**src/shared/slt_pkg.sv**
```systemverilog
`default_nettype none

package slt_pkg;

    // ------------------------------------------------------------
    // Register addressing
    // ------------------------------------------------------------
    localparam int SLT_ADDR_W = 12;
    localparam logic SLT_PAGE_DIGITAL = 1'b0;
    localparam logic SLT_PAGE_ANALOG = 1'b1;
    localparam int SLT_PAGE_BIT = 10;
    localparam logic [1:0] SLT_ALIGN_OK = 2'h0;

    localparam logic [7:0] SLT_IDX_LANE1_DEEMPH = 8'h12;
    localparam logic [7:0] SLT_IDX_LANE0_DEEMPH = 8'h13;
    localparam logic [7:0] SLT_IDX_LANE2_DEEMPH = 8'h14;
    localparam logic [7:0] SLT_IDX_LANE3_DEEMPH = 8'h15;
    localparam logic [7:0] SLT_IDX_ANALOG_RSVD = 8'h16;
    localparam logic [7:0] SLT_IDX_LANE_SHARING = 8'h16;
    localparam logic [7:0] SLT_IDX_TX_PLL_RESET = 8'h17;
    localparam logic [7:0] SLT_IDX_OVR_PIN_SEL = 8'h1a;
    localparam logic [7:0] SLT_IDX_SWING_OVR_EN = 8'h1b;
    localparam logic [7:0] SLT_IDX_CHAN_A_REORDER = 8'h31;
    localparam logic [7:0] SLT_IDX_CHAN_B_REORDER = 8'h32;
    localparam logic [7:0] SLT_IDX_STATUS = 8'h40;

    // ------------------------------------------------------------
    // Field layouts: writable field masks and mandated ones
    // ------------------------------------------------------------
    localparam logic [7:0] SLT_DEEMPH_FIELD = 8'hfc;
    localparam int SLT_DEEMPH_LSB = 2;
    localparam logic [7:0] SLT_LANE_SHARING_FIELD = 8'h10;
    localparam logic [7:0] SLT_LANE_SHARING_ONES = 8'h80;
    localparam int SLT_LANE_SHARE_BIT = 4;
    localparam logic [7:0] SLT_ANALOG_RSVD_FIELD = 8'h01;
    localparam logic [7:0] SLT_PLL_RESET_FIELD = 8'h40;
    localparam int SLT_PLL_RESET_BIT = 6;
    localparam logic [7:0] SLT_OVR_SEL_FIELD = 8'h02;
    localparam int SLT_OVR_SEL_BIT = 1;
    localparam logic [7:0] SLT_SWING_OVR_FIELD = 8'he8;
    localparam int SLT_SWING_LSB = 5;
    localparam int SLT_OVR_EN_BIT = 3;
    localparam logic [7:0] SLT_REORDER_FIELD = 8'hff;
    localparam logic [7:0] SLT_NO_ONES = 8'h00;

    localparam int SLT_ST_PLL_PULSED = 0;
    localparam int SLT_ST_SINGLE_LANE = 1;
    localparam int SLT_ST_PIN_OVERRIDDEN = 2;
    localparam int SLT_ST_RSVD_WRITE_ERR = 3;
    localparam int SLT_ST_DEEMPH_INVALID = 4;

    // ------------------------------------------------------------
    // Reset values and lookup tables
    // ------------------------------------------------------------
    localparam logic [7:0] SLT_REORDER_RESET = 8'h00;
    localparam logic [7:0] SLT_LANE_SHARING_RESET = 8'h80;
    localparam logic [31:0] SLT_RDATA_ZERO = 32'h0000_0000;
    localparam int SLT_LANES = 4;
    localparam int SLT_DEEMPH_W = 6;

    // Amplitude in mVpp for swing codes 7 down to 0.
    localparam logic [79:0] SLT_SWING_MVPP_TABLE = {
        10'h370, 10'h389, 10'h3a2, 10'h3c0,
        10'h2e9, 10'h302, 10'h32a, 10'h35c};

    // ------------------------------------------------------------
    // Types
    // ------------------------------------------------------------
    typedef enum logic [1:0] {SLT_DECIM_NONE, SLT_DECIM_BY2, SLT_DECIM_BY4} slt_decim_t;

    typedef enum logic [1:0] {SLT_PLL_IDLE, SLT_PLL_RAISED, SLT_PLL_DONE} slt_pll_state_t;

    typedef struct packed {
        logic single_lane;
        logic map_active;
        logic [7:0] chan_a_stream_to_lane_map;
        logic [7:0] chan_b_stream_to_lane_map;
        logic [2:0] tx_output_amplitude_code;
        logic [9:0] tx_output_amplitude_mvpp;
        logic tx_pll_reset;
    } slt_tx_cfg_t;

    typedef struct packed {
        logic [SLT_LANES-1:0][SLT_DEEMPH_W-1:0] lane_deemphasis_code;
        logic [SLT_LANES-1:0][2:0] deemphasis_step;
        logic [SLT_LANES-1:0] code_valid;
    } slt_deemph_t;

endpackage

`default_nettype wire

```
**src/rtl/slt_tx_config_regs.sv**
```systemverilog
// Notes on behaviour
// - With lane sharing set and decimate-by-4 active both channels go out on one lane, otherwise one lane each.
// - Four lane registers hold a 6-bit thermometer de-emphasis code in bits 7-2, from 0 dB up to -11.5 dB.
// - The channel A over-range select bit routes the fast over-range flag to the power-down pin only with override enabled.
// - The override enable bit 3 lets the over-range flag take the power-down pin; clear keeps the normal function.
// - A 3-bit swing code in bits 7-5 sets one amplitude for all lanes, 745 to 960 mVpp by code.
`timescale 1ns/1ps
`default_nettype none

module slt_tx_config_regs
    import slt_pkg::*;
(
    // APB clock and reset
    input wire logic pclk,
    input wire logic presetn,
    // APB slave
    input wire logic psel,
    input wire logic penable,
    input wire logic pwrite,
    input wire logic [SLT_ADDR_W-1:0] paddr,
    input wire logic [31:0] pwdata,
    output logic [31:0] prdata,
    output logic pready,
    output logic pslverr,
    // Device state
    input wire slt_decim_t decim_mode,
    input wire logic fast_overrange_flag,
    input wire logic power_down_pin,
    // Configuration to the transmit side
    output slt_tx_cfg_t tx_cfg,
    output slt_deemph_t deemph_cfg,
    output logic power_down_internal
);

    // ------------------------------------------------------------
    // Stored fields
    // ------------------------------------------------------------
    logic [SLT_LANES-1:0][SLT_DEEMPH_W-1:0] deemph_code;
    logic analog_rsvd_bit;
    logic lane_share;
    logic tx_pll_reset;
    logic chan_a_overrange_to_pin;
    logic pin_override_enable;
    logic [2:0] amplitude_code;
    logic [7:0] chan_a_map;
    logic [7:0] chan_b_map;
    logic rsvd_write_err;
    slt_pll_state_t pll_state;
    slt_pll_state_t next_pll_state;

    // ------------------------------------------------------------
    // Bus decode
    // ------------------------------------------------------------
    logic setup_phase;
    logic wr_access;
    logic page;
    logic [7:0] index;
    logic aligned;
    logic hit;
    logic [7:0] field_mask;
    logic [7:0] must_ones;
    logic [7:0] wbyte;
    logic rsvd_violation;
    logic [7:0] rd_byte;
    logic err_pending;

    assign setup_phase = psel && !penable;
    assign page = paddr[SLT_PAGE_BIT];
    assign index = paddr[9:2];
    assign aligned = (paddr[1:0] == SLT_ALIGN_OK);
    assign wbyte = pwdata[7:0];

    // Address map: field mask, mandated ones and read value per register.
    always_comb
    begin
        hit = 1'b1;
        field_mask = SLT_NO_ONES;
        must_ones = SLT_NO_ONES;
        rd_byte = SLT_NO_ONES;
        if (page == SLT_PAGE_ANALOG)
        begin
            case (index)
                SLT_IDX_LANE1_DEEMPH:
                begin
                    field_mask = SLT_DEEMPH_FIELD;
                    rd_byte = {deemph_code[1], 2'h0};
                end
                SLT_IDX_LANE0_DEEMPH:
                begin
                    field_mask = SLT_DEEMPH_FIELD;
                    rd_byte = {deemph_code[0], 2'h0};
                end
                SLT_IDX_LANE2_DEEMPH:
                begin
                    field_mask = SLT_DEEMPH_FIELD;
                    rd_byte = {deemph_code[2], 2'h0};
                end
                SLT_IDX_LANE3_DEEMPH:
                begin
                    field_mask = SLT_DEEMPH_FIELD;
                    rd_byte = {deemph_code[3], 2'h0};
                end
                SLT_IDX_ANALOG_RSVD:
                begin
                    field_mask = SLT_ANALOG_RSVD_FIELD;
                    rd_byte = {7'h00, analog_rsvd_bit};
                end
                SLT_IDX_TX_PLL_RESET:
                begin
                    field_mask = SLT_PLL_RESET_FIELD;
                    rd_byte = {1'b0, tx_pll_reset, 6'h00};
                end
                SLT_IDX_OVR_PIN_SEL:
                begin
                    field_mask = SLT_OVR_SEL_FIELD;
                    rd_byte = {6'h00, chan_a_overrange_to_pin, 1'b0};
                end
                SLT_IDX_SWING_OVR_EN:
                begin
                    field_mask = SLT_SWING_OVR_FIELD;
                    rd_byte = {amplitude_code, 1'b0, pin_override_enable, 3'h0};
                end
                default:
                begin
                    hit = 1'b0;
                end
            endcase
        end
        else
        begin
            case (index)
                SLT_IDX_LANE_SHARING:
                begin
                    field_mask = SLT_LANE_SHARING_FIELD;
                    must_ones = SLT_LANE_SHARING_ONES;
                    rd_byte = {3'h4, lane_share, 4'h0};
                end
                SLT_IDX_CHAN_A_REORDER:
                begin
                    field_mask = SLT_REORDER_FIELD;
                    rd_byte = chan_a_map;
                end
                SLT_IDX_CHAN_B_REORDER:
                begin
                    field_mask = SLT_REORDER_FIELD;
                    rd_byte = chan_b_map;
                end
                SLT_IDX_STATUS:
                begin
                    field_mask = SLT_NO_ONES;
                    rd_byte = SLT_NO_ONES;
                    rd_byte[SLT_ST_PLL_PULSED] = (pll_state == SLT_PLL_DONE);
                    rd_byte[SLT_ST_SINGLE_LANE] = tx_cfg.single_lane;
                    rd_byte[SLT_ST_PIN_OVERRIDDEN] = chan_a_overrange_to_pin && pin_override_enable;
                    rd_byte[SLT_ST_RSVD_WRITE_ERR] = rsvd_write_err;
                    rd_byte[SLT_ST_DEEMPH_INVALID] = ~&deemph_cfg.code_valid;
                end
                default:
                begin
                    hit = 1'b0;
                end
            endcase
        end
        if (!aligned)
        begin
            hit = 1'b0;
        end
    end

    // A write that changes a reserved bit away from its mandated value is flagged.
    assign rsvd_violation = ((wbyte & ~field_mask) != must_ones) || (pwdata[31:8] != 24'h000000);
    assign wr_access = psel && penable && pwrite && hit && !err_pending;

    // ------------------------------------------------------------
    // APB answer
    // ------------------------------------------------------------
    // Read data and the error answer are captured in the setup cycle, so every access finishes
    // in one access cycle with no wait state and prdata stays a flip-flop output.
    always_ff @(posedge pclk or negedge presetn)
    begin
        if (!presetn)
        begin
            prdata <= SLT_RDATA_ZERO;
            err_pending <= 1'b0;
        end
        else if (setup_phase)
        begin
            prdata <= (hit && !pwrite) ? {24'h000000, rd_byte} : SLT_RDATA_ZERO;
            err_pending <= !hit;
        end
    end

    assign pready = psel && penable;
    assign pslverr = psel && penable && err_pending;

    // ------------------------------------------------------------
    // Register writes
    // ------------------------------------------------------------
    genvar gl;
    generate
        for (gl = 0; gl < SLT_LANES; gl++)
        begin : g_lane
            logic [7:0] lane_idx;
            logic [SLT_DEEMPH_W-1:0] code;
            logic [2:0] step;
            assign lane_idx = (gl == 0) ? SLT_IDX_LANE0_DEEMPH :
                              (gl == 1) ? SLT_IDX_LANE1_DEEMPH :
                              (gl == 2) ? SLT_IDX_LANE2_DEEMPH : SLT_IDX_LANE3_DEEMPH;
            always_ff @(posedge pclk or negedge presetn)
            begin
                if (!presetn)
                begin
                    deemph_code[gl] <= '0;
                end
                else if (wr_access && page == SLT_PAGE_ANALOG && index == lane_idx)
                begin
                    deemph_code[gl] <= wbyte[7:SLT_DEEMPH_LSB];
                end
            end
            // Thermometer code: the step is the count of ones; anything else is flagged invalid
            // and the step falls back to zero dB, the safe setting for the driver.
            assign code = deemph_code[gl];
            assign step = 3'(code[0]) + 3'(code[1]) + 3'(code[2]) + 3'(code[3]) + 3'(code[4]) + 3'(code[5]);
            assign deemph_cfg.lane_deemphasis_code[gl] = code;
            assign deemph_cfg.code_valid[gl] = ((code & (code + 6'h01)) == 6'h00);
            assign deemph_cfg.deemphasis_step[gl] = deemph_cfg.code_valid[gl] ? step : 3'h0;
        end
    endgenerate

    always_ff @(posedge pclk or negedge presetn)
    begin
        if (!presetn)
        begin
            analog_rsvd_bit <= 1'b0;
            chan_a_overrange_to_pin <= 1'b0;
            amplitude_code <= 3'h0;
            pin_override_enable <= 1'b0;
        end
        else if (wr_access && page == SLT_PAGE_ANALOG)
        begin
            if (index == SLT_IDX_ANALOG_RSVD)
            begin
                analog_rsvd_bit <= wbyte[0];
            end
            if (index == SLT_IDX_OVR_PIN_SEL)
            begin
                chan_a_overrange_to_pin <= wbyte[SLT_OVR_SEL_BIT];
            end
            if (index == SLT_IDX_SWING_OVR_EN)
            begin
                amplitude_code <= wbyte[7:SLT_SWING_LSB];
                pin_override_enable <= wbyte[SLT_OVR_EN_BIT];
            end
        end
    end

    always_ff @(posedge pclk or negedge presetn)
    begin
        if (!presetn)
        begin
            tx_pll_reset <= 1'b0;
        end
        else if (wr_access && page == SLT_PAGE_ANALOG && index == SLT_IDX_TX_PLL_RESET)
        begin
            tx_pll_reset <= wbyte[SLT_PLL_RESET_BIT];
        end
    end

    always_ff @(posedge pclk or negedge presetn)
    begin
        if (!presetn)
        begin
            lane_share <= 1'b0;
            chan_a_map <= SLT_REORDER_RESET;
            chan_b_map <= SLT_REORDER_RESET;
        end
        else if (wr_access && page == SLT_PAGE_DIGITAL)
        begin
            if (index == SLT_IDX_LANE_SHARING)
            begin
                lane_share <= wbyte[SLT_LANE_SHARE_BIT];
            end
            if (index == SLT_IDX_CHAN_A_REORDER)
            begin
                chan_a_map <= wbyte;
            end
            if (index == SLT_IDX_CHAN_B_REORDER)
            begin
                chan_b_map <= wbyte;
            end
        end
    end

    // ------------------------------------------------------------
    // Reserved-bit write error, write one to clear
    // ------------------------------------------------------------
    logic clr_rsvd_err;
    assign clr_rsvd_err = wr_access && page == SLT_PAGE_DIGITAL && index == SLT_IDX_STATUS
                          && wbyte[SLT_ST_RSVD_WRITE_ERR];

    // A fresh violation in the clearing cycle wins, so no error is lost.
    always_ff @(posedge pclk or negedge presetn)
    begin
        if (!presetn)
        begin
            rsvd_write_err <= 1'b0;
        end
        else if (wr_access && index != SLT_IDX_STATUS && rsvd_violation)
        begin
            rsvd_write_err <= 1'b1;
        end
        else if (clr_rsvd_err)
        begin
            rsvd_write_err <= 1'b0;
        end
    end

    // ------------------------------------------------------------
    // PLL reset pulse tracking
    // ------------------------------------------------------------
    // Tracks the 0 then 1 then 0 sequence so software can confirm the pulse was seen.
    always_comb
    begin
        next_pll_state = pll_state;
        if (wr_access && page == SLT_PAGE_ANALOG && index == SLT_IDX_TX_PLL_RESET)
        begin
            case (pll_state)
                SLT_PLL_IDLE:
                begin
                    if (wbyte[SLT_PLL_RESET_BIT])
                    begin
                        next_pll_state = SLT_PLL_RAISED;
                    end
                end
                SLT_PLL_RAISED:
                begin
                    if (!wbyte[SLT_PLL_RESET_BIT])
                    begin
                        next_pll_state = SLT_PLL_DONE;
                    end
                end
                SLT_PLL_DONE:
                begin
                    if (wbyte[SLT_PLL_RESET_BIT])
                    begin
                        next_pll_state = SLT_PLL_RAISED;
                    end
                end
                default:
                begin
                    next_pll_state = SLT_PLL_IDLE;
                end
            endcase
        end
    end

    always_ff @(posedge pclk or negedge presetn)
    begin
        if (!presetn)
        begin
            pll_state <= SLT_PLL_IDLE;
        end
        else
        begin
            pll_state <= next_pll_state;
        end
    end

    // ------------------------------------------------------------
    // Configuration outputs
    // ------------------------------------------------------------
    // Lane sharing has no meaning outside decimate-by-4, so it is gated by the mode.
    assign tx_cfg.single_lane = lane_share && (decim_mode == SLT_DECIM_BY4);
    assign tx_cfg.map_active = (decim_mode == SLT_DECIM_BY2) || (decim_mode == SLT_DECIM_BY4);
    assign tx_cfg.chan_a_stream_to_lane_map = chan_a_map;
    assign tx_cfg.chan_b_stream_to_lane_map = chan_b_map;
    assign tx_cfg.tx_output_amplitude_code = amplitude_code;
    assign tx_cfg.tx_output_amplitude_mvpp = SLT_SWING_MVPP_TABLE[amplitude_code * 10 +: 10];
    assign tx_cfg.tx_pll_reset = tx_pll_reset;

    // The pin is taken over only when both the select and the enable are set.
    assign power_down_internal = (chan_a_overrange_to_pin && pin_override_enable)
                                 ? fast_overrange_flag : power_down_pin;

endmodule

`default_nettype wire

```
**config.mk**
```make
export PLATFORM = sky130hd
export DESIGN_NAME = slt_tx_config_regs
export DESIGN_NICKNAME = d
export VERILOG_FILES = /design/src/shared/slt_pkg.sv /design/src/rtl/slt_tx_config_regs.sv
export SDC_FILE = /design/constraint.sdc
export NUM_CORES = 1
export LEC_CHECK = 0
export ABC_AREA = 1
export BUFFER_PORTS_ARGS = -buffer_cell sky130_fd_sc_hd__buf_4
export CAP_MARGIN = 10
export CORE_ASPECT_RATIO = 1.1
export CORE_MARGIN = 2
export CORE_UTILIZATION = 49
export DETAILED_ROUTE_END_ITERATION = 6
export PLACE_DENSITY = 0.79
export SYNTH_ARGS = -nofsm -noshare
export SYNTH_HDL_FRONTEND = slang
export SYNTH_SLANG_ARGS = --single-unit
```
**constraint.sdc**
```tcl
create_clock -name pclk -period 3.9 [get_ports pclk]
set_clock_uncertainty 0.2 [all_clocks]
set_input_delay 0.585 -clock pclk [delete_from_list [all_inputs] [get_ports pclk]]
set_output_delay 0.585 -clock pclk [all_outputs]
set_load 0.03 [all_outputs]
```
## Word level (Yosys, flattened, before mapping)

Cells that the tools add are included.

- Add/sub/neg operators: 24
- $mul: 1
- Divide/modulo/power cells: 0
- Order comparisons: 0
- Eq/ne operators: 19
- Shifts and indexed selects: 1
- Mux-type cells: 23
- Bitwise operators: 7
- Reduce and logical (&&, ||, !) cells: 48

Operators with widths:

| operator | count |
|---|---|
| variable part select 80 x 8 -> 10 bit, first input constant | 1 |
| == test 8 x 5 -> 1 bit, second input constant | 8 |
| case mux 8 bit (8 select lines) | 1 |
| 2-to-1 mux 8 bit | 5 |
| case mux 8 bit (5 select lines) | 1 |
| adder 3 x 1 -> 3 bit | 12 |
| case mux 8 bit (4 select lines) | 1 |
| adder 6 x 1 -> 6 bit, second input constant | 4 |
| bitwise AND 6 bit | 4 |
| zero test 6 bit | 4 |
| nonzero test 24 bit | 1 |
| logical AND 1 bit | 20 |
| == test 8 x 6 -> 1 bit, second input constant | 2 |
| case mux 8 bit (2 select lines) | 1 |
| adder 2 x 1 -> 3 bit | 4 |
| 2-to-1 mux 3 bit | 4 |
| AND reduction 2 bit | 6 |
| adder 1 x 1 -> 2 bit | 4 |
| bitwise AND 8 bit | 1 |
| == test 8 x 7 -> 1 bit, second input constant | 1 |
| inequality test 8 x 7 -> 1 bit, second input constant | 1 |
| inequality test 8 bit | 1 |
| inverter 8 bit | 1 |
| OR reduction 4 bit | 2 |
| other kinds (17) | 33 |

- Bits in registers: 84
- Latch bits: 0
- Bits in writable memories: 0
- Memory bits (read-only): 0
- Bits of input ports: 53
- Memories: 0

## Logic depth before layout (Yosys ltp)

Gate-level depths: netlist of the first run.

- Word-level depth: 12
- Mapped depth: 15

## Worst setup path after synthesis of the first run

OpenSTA, ideal clock, no wires.

- Path type: register to output
- Start point: reg deemph_code, in the netlist g_lane[0].code[0]
- End point: out deemph_cfg[5] in the netlist's numbering
- Data arrival time: 2.688 ns
- Required time: 3.115 ns
- Setup slack: 0.427 ns
- Cell stages (with the launch flop): 9
- Buffers on the path: 0
- Cells stage by stage: dfrtp_1 > fa_1 > inv_1 > fa_1 > inv_1 > ha_1 > inv_1 > fa_1 > nor2_1

RTL lines:

| item | RTL line | text |
|---|---|---|
| start: declaration | slt_tx_config_regs.sv:38 | `logic [SLT_LANES-1:0][SLT_DEEMPH_W-1:0] deemph_code;` |
| start signal: indexed assignment | slt_tx_config_regs.sv:217 | `deemph_code[gl] <= wbyte[7:SLT_DEEMPH_LSB];` |
| end: declaration | slt_tx_config_regs.sv:31 | `output slt_deemph_t deemph_cfg,` |

==> results of run 1 <==
## state kept, by name, indices dropped and copies added, names as in the netlist
name / flops
analog_rsvd_bit: 1
chan_a_overrange_to_pin: 1
pin_override_enable: 1
rsvd_write_err: 1
lane_share: 1
pll_state: 2
tx_pll_reset: 1
amplitude_code: 3
g_lane.code: 24
err_pending: 1
prdata: 8
chan_b_map: 8
chan_a_map: 8
## kinds of logic after synthesis
group	synth area share, %
AOI/OAI and AO/OA	12.27
adders and majority gates	10.88
buffers and inverters	14.09
DFF	34.17
muxes	0.2562
other	0.1709
and+or+nand+nor	28.16
## metrics by stage
| stage | setup slack (ns) | instances | power [mW] | hold slack, ns |
|---|---|---|---|---|
| 6_report | 0.2475 | 834 | 1.377 | 0.1159 |
| 5_1_grt | 0.1214 | 834 | 1.426 | 0.1813 |
| 4_1_cts | 0.2278 | 834 | 1.379 | 0.1401 |
| 3_5_place_dp | 0.5825 | 818 | 0.8115 | 0.2736 |
| 3_3_place_gp | 0.6765 | 818 | 0.8080 | 0.2731 |
| 2_1_floorplan | 0.4270 | 609 | 0.7509 | 0.08941 |
## worst min path at each step
stage	from	to	slack, ns
after floorplan	presetn	amplitude_code[0]	0.09
after global placement	rsvd_write_err	rsvd_write_err	0.27
after detailed placement	rsvd_write_err	rsvd_write_err	0.27
after CTS	presetn	chan_b_map[7]	0.14
after global routing	presetn	chan_a_map[7]	0.18
final	presetn	chan_b_map[7]	0.12
## per-layer routing
layer / up-vias / global-route usage (%) / wire length (um)
li1: 2063 / - / -
met1: 2038 / 29.53 / 4598
met2: 180 / 45.05 / 6241
met3: 23 / 4.130 / 857
met4: 0 / 9.476 / 324
met5: - / 0 / 0
## report_power, final
group	internal, mW	switching (mW)
logic	0.0546	0.118
registers	0.626	0.00176
clock network	0.331	0.246
## cell usage in the layout, fill, tap and decap left out, types with 2 or more instances in the layout
cell        count
nand2_4         2
nand2_2        19
nand4_1         6
nor4_1          6
fa_1           12
o21ai_2         6
conb_1         25
buf_4         133
inv_1          78
nor2_2          4
nor2_4          3
nor2_1         50
nor3_1          2
a21oi_1        13
nand3_1        24
clkinvlp_4      2
o21ai_1        38
nand2_1       146
o22ai_1         9
clkbuf_8       11
clkinv_1        4
or2_2           3
clkbuf_1        2
ha_1           19
nand3b_1        2
nand3_4         2
o21ai_0        22
inv_2           5
o2111ai_1       2
dfrtp_1        60
## area by class of cell
type	count	area [um^2]	share of cell area, %
Clock buffer	13	158.9	2.869
Clock inverter	3	45.04	0.8132
Inverter	88	332.8	6.009
Multi-Input combinational cell	423	2360	42.60
Sequential cell	60	1501	27.11
Tap cell	114	142.6	2.575
Timing Repair Buffer	133	998.5	18.03
## critical path: stages (launching register included)
cell     delay (ns)
dfrtp_1        0.48
fa_1           0.54
inv_1          0.05
fa_1           0.48
inv_1          0.04
ha_1           0.17
inv_1          0.07
fa_1           0.42
nor2_1         0.13
buf_4          0.17
==> impl_metrics.ini, run 1 <==
[synth]
async_reset_ff_share_pct = 100.0
synth.area.top_cells = dfrtp_1 (34%), nand2_1 (12%), inv_1 (6.7%)
netlist_top_cells_count = nand2_1 (146), inv_1 (78), dfrtp_1 (60)
yosys.area.top_type = dfrtp_1
synth-edff-count = 0
syn_inst = 586
ys_ff_latch = 60
synth_top_area_share_pct = 34.17
yosysSeqAreaShare_pct = 34.17
synth.cell_area_um2 = 4394
yosysUniqueCellTypes = 39
avgSynthCellArea_um2 = 7.499
yosysMostFrequentCell = nand2_1
yosys_warnings = 0
synthFlopType = dfrtp_1

[grt]
antenna_found_initial = 0
grt_pass1_vias = 3876
grt_max_degree = 61
overflow = 0
grt_pass1_wl_mm = 18.62
grtUsageTotal_pct = 24.79

[flow_run]
maxCapViolCount = 0

[sta]
hold_viol_final = 0
grt_setup_unrepaired = false
layout_min_cycle_time_ns = 3.653
tightest_slew_ns = 0.7548
drv_slew = 0
max_freq_mhz = 273.8
setup_violations = 0
slew_headroom_pct = 49.68
timing.final.crit_share_pct = 93.65
finalSetupTns_ns = 0

[placement]
port_buffers = 133
gp_congestion = 0.9189
dp_hpwl_mm = 9.420
post_dp_cell_area_um2 = 5335

[worst_setup_path]
r2r_cells = 10
endpoint = deemph_cfg[11]
startpoint_type = flip-flop
critPathCaptureType = output pin
r2r-end = prdata[4]
crit_start = g_lane[2].code[1]
r2r_start = g_lane[3].code[0]
r2r_setup_slack_ns = 1.89
required_ns = 3.12
path_class = flip-flop to output pin
arrival_ns = 2.87
cp_max_fo = 7

[clocking]
path_clk_slew_ns = 0.07
cts.sinks = 60
root_buffer = clkbuf_8
cts_tree = done
post_cts_buffers = 0
clockBufferDepth = 2
clock_latency_ns = 0.34
cts_resized = 0
h-tree-depth = 3
cts_hold_buf = 0
numCtsBuffers = 9

[pwr]
power.density_nw_per_um2 = 248.6
ir_worst_vdd_v = 0.0002325
p_leak_nw = 2.843

[final_layout]
antenna_cells = 0
postLayoutCellArea_um2 = 5539
utilization_pct = 63.06
drive_above_1_share_pct = 27.08
fillers = 774
fin_nets = 799
area.growth.synth_to_final_pct = 26.05

[die]
die_area_um2 = 9742
core_um2 = 8783
start_util_pct = 50.03
rows = 36
die_h_um = 103.3
fp.dieW_um = 94.29
ios = 160

[route]
avgRoutedWirePerCell_um = 14.41
ant_nets = 0
vias_per_cell = 5.161
drcViolationCount = 0
drt_pass1_iterations = 6
drtIter0Drc = 320
routed-via-count = 4304
wirelength_mm = 12.02

[hold_path]
hp-class = input port to async pin

[status]
status = finished clean
No activity file was read; power rests on OpenSTA's default activity.
==> run 2: changes to the inputs <==
RECOVER_POWER = 50   (was not set)
==> impl_metrics.ini, run 2 (synthesis gave the netlist of run 1 again) <==
[worst_setup_path]
path_class = flip-flop to output pin
arrival_ns = 2.87
critPathCaptureType = output pin
startpoint_type = flip-flop
required_ns = 3.12
cp_max_fo = 7

[die]
rows = 36
core_um2 = 8783
die_h_um = 103.3
ios = 160
fp.dieW_um = 94.29
start_util_pct = 50.03
die_area_um2 = 9742

[clocking]
post_cts_buffers = 0
cts_tree = done
cts_resized = 0
clockBufferDepth = 2
numCtsBuffers = 9
clock_latency_ns = 0.34
path_clk_slew_ns = 0.07
root_buffer = clkbuf_8
cts.sinks = 60
h-tree-depth = 3
cts_hold_buf = 0

[placement]
post_dp_cell_area_um2 = 5335
dp_hpwl_mm = 9.420
gp_congestion = 0.9189
dp_slack_ns = 0.5825
port_buffers = 133
placed_cells = 818

[sta]
finalSetupTns_ns = 0
drv_slew = 0
worst_slack_ns = 0.2413
grt_setup_unrepaired = false
setup_violations = 0
hold_viol_final = 0
layout_min_cycle_time_ns = 3.659
timing.final.crit_share_pct = 93.81
max_freq_mhz = 273.3
tightest_slew_ns = 1.492
slew_headroom_pct = 0.5623

[final_layout]
postLayoutCellArea_um2 = 5383
multi_input_area_um2 = 2360
layout_common_cells = nand2_1 (146), buf_4 (91), inv_1 (78), dfrtp_1 (60), nor2_1 (50)
seq_area_um2 = 1501
largest_reg_flops = 24
final_common_cell = nand2_1
fillers = 808
area.growth.synth_to_final_pct = 22.49
drive_above_1_share_pct = 21.39
final_cells = 834
antenna_cells = 0
fin_nets = 799

[route]
avgRoutedWirePerCell_um = 14.35
vias_per_cell = 5.171
routed-via-count = 4313
drt_pass1_iterations = 5
drtIter0Drc = 281
drcViolationCount = 0
wirelength_mm = 11.97
ant_nets = 0

[grt]
grt_pass1_vias = 3876
grtUsageTotal_pct = 24.79
grt_max_degree = 61
grt_pass1_wl_mm = 18.62
antenna_found_initial = 0
overflow = 0

[pwr]
p_leak_nw = 2.668
ir_worst_vdd_v = 0.0002345
power.density_nw_per_um2 = 255.4
fin_total_pwr_mw = 1.375

[hold_path]
hp-class = input port to flip-flop

[status]
status = finished clean

[flow_run]
maxCapViolCount = 0
run 2: final cells by class:
class,count,share of cell area [%]
timing repair buffer,133,15.64
clock inverter,3,0.8368
inverter,88,6.183
sequential,60,27.89
multi-input combinational,423,43.84
clock buffer,13,2.952
tap,114,2.650
run 2: where the power goes:
| group | switching [mW] | total, mW | internal (mW) |
|---|---|---|---|
| Combinational | 0.118 | 0.171 | 0.0527 |
| Clock | 0.246 | 0.576 | 0.330 |
| Sequential | 0.00174 | 0.628 | 0.626 |
| Total | 0.366 | 1.37 | 1.01 |
run 2: worst paths after layout:
check,start,end,slack [ns],cells past startpoint
worst max-delay path,g_lane[2].code[1],deemph_cfg[11],0.24,9
worst min-delay path,pwdata[4],lane_share,0.28,3
worst max register to register,g_lane[3].code[0],prdata[4],1.90,10
worst min register to register,prdata[7],prdata[7],0.29,2
max in group asynchronous,presetn,amplitude_code[1],2.20,1
min in group asynchronous,presetn,chan_b_map[7],0.40,1
run 2: layer usage:
layer	track usage (%)	up-vias	routed length [um]
li1	-	2061	-
met5	0	-	0
met1	29.53	2032	4552
met4	9.476	0	334
met2	45.05	196	6204
met3	4.130	24	879
run 2: per-stage QoR:
step | hold slack, ns | util [%]
3_3_place_gp | 0.2731 | 60.74
6_report | 0.2820 | 61.28
4_1_cts | 0.1401 | 63.06
3_5_place_dp | 0.2736 | 60.74
5_1_grt | 0.3021 | 61.28
2_1_floorplan | 0.08941 | -
run 2: worst max-delay path, stage by stage, from the launching register on:
cell and delay [ns]:
dfrtp_1 0.49, fa_1 0.54, inv_1 0.05, fa_1 0.48, inv_1 0.04, ha_1 0.16, inv_1 0.07, fa_1 0.42
nor2_1 0.13, buf_4 0.17
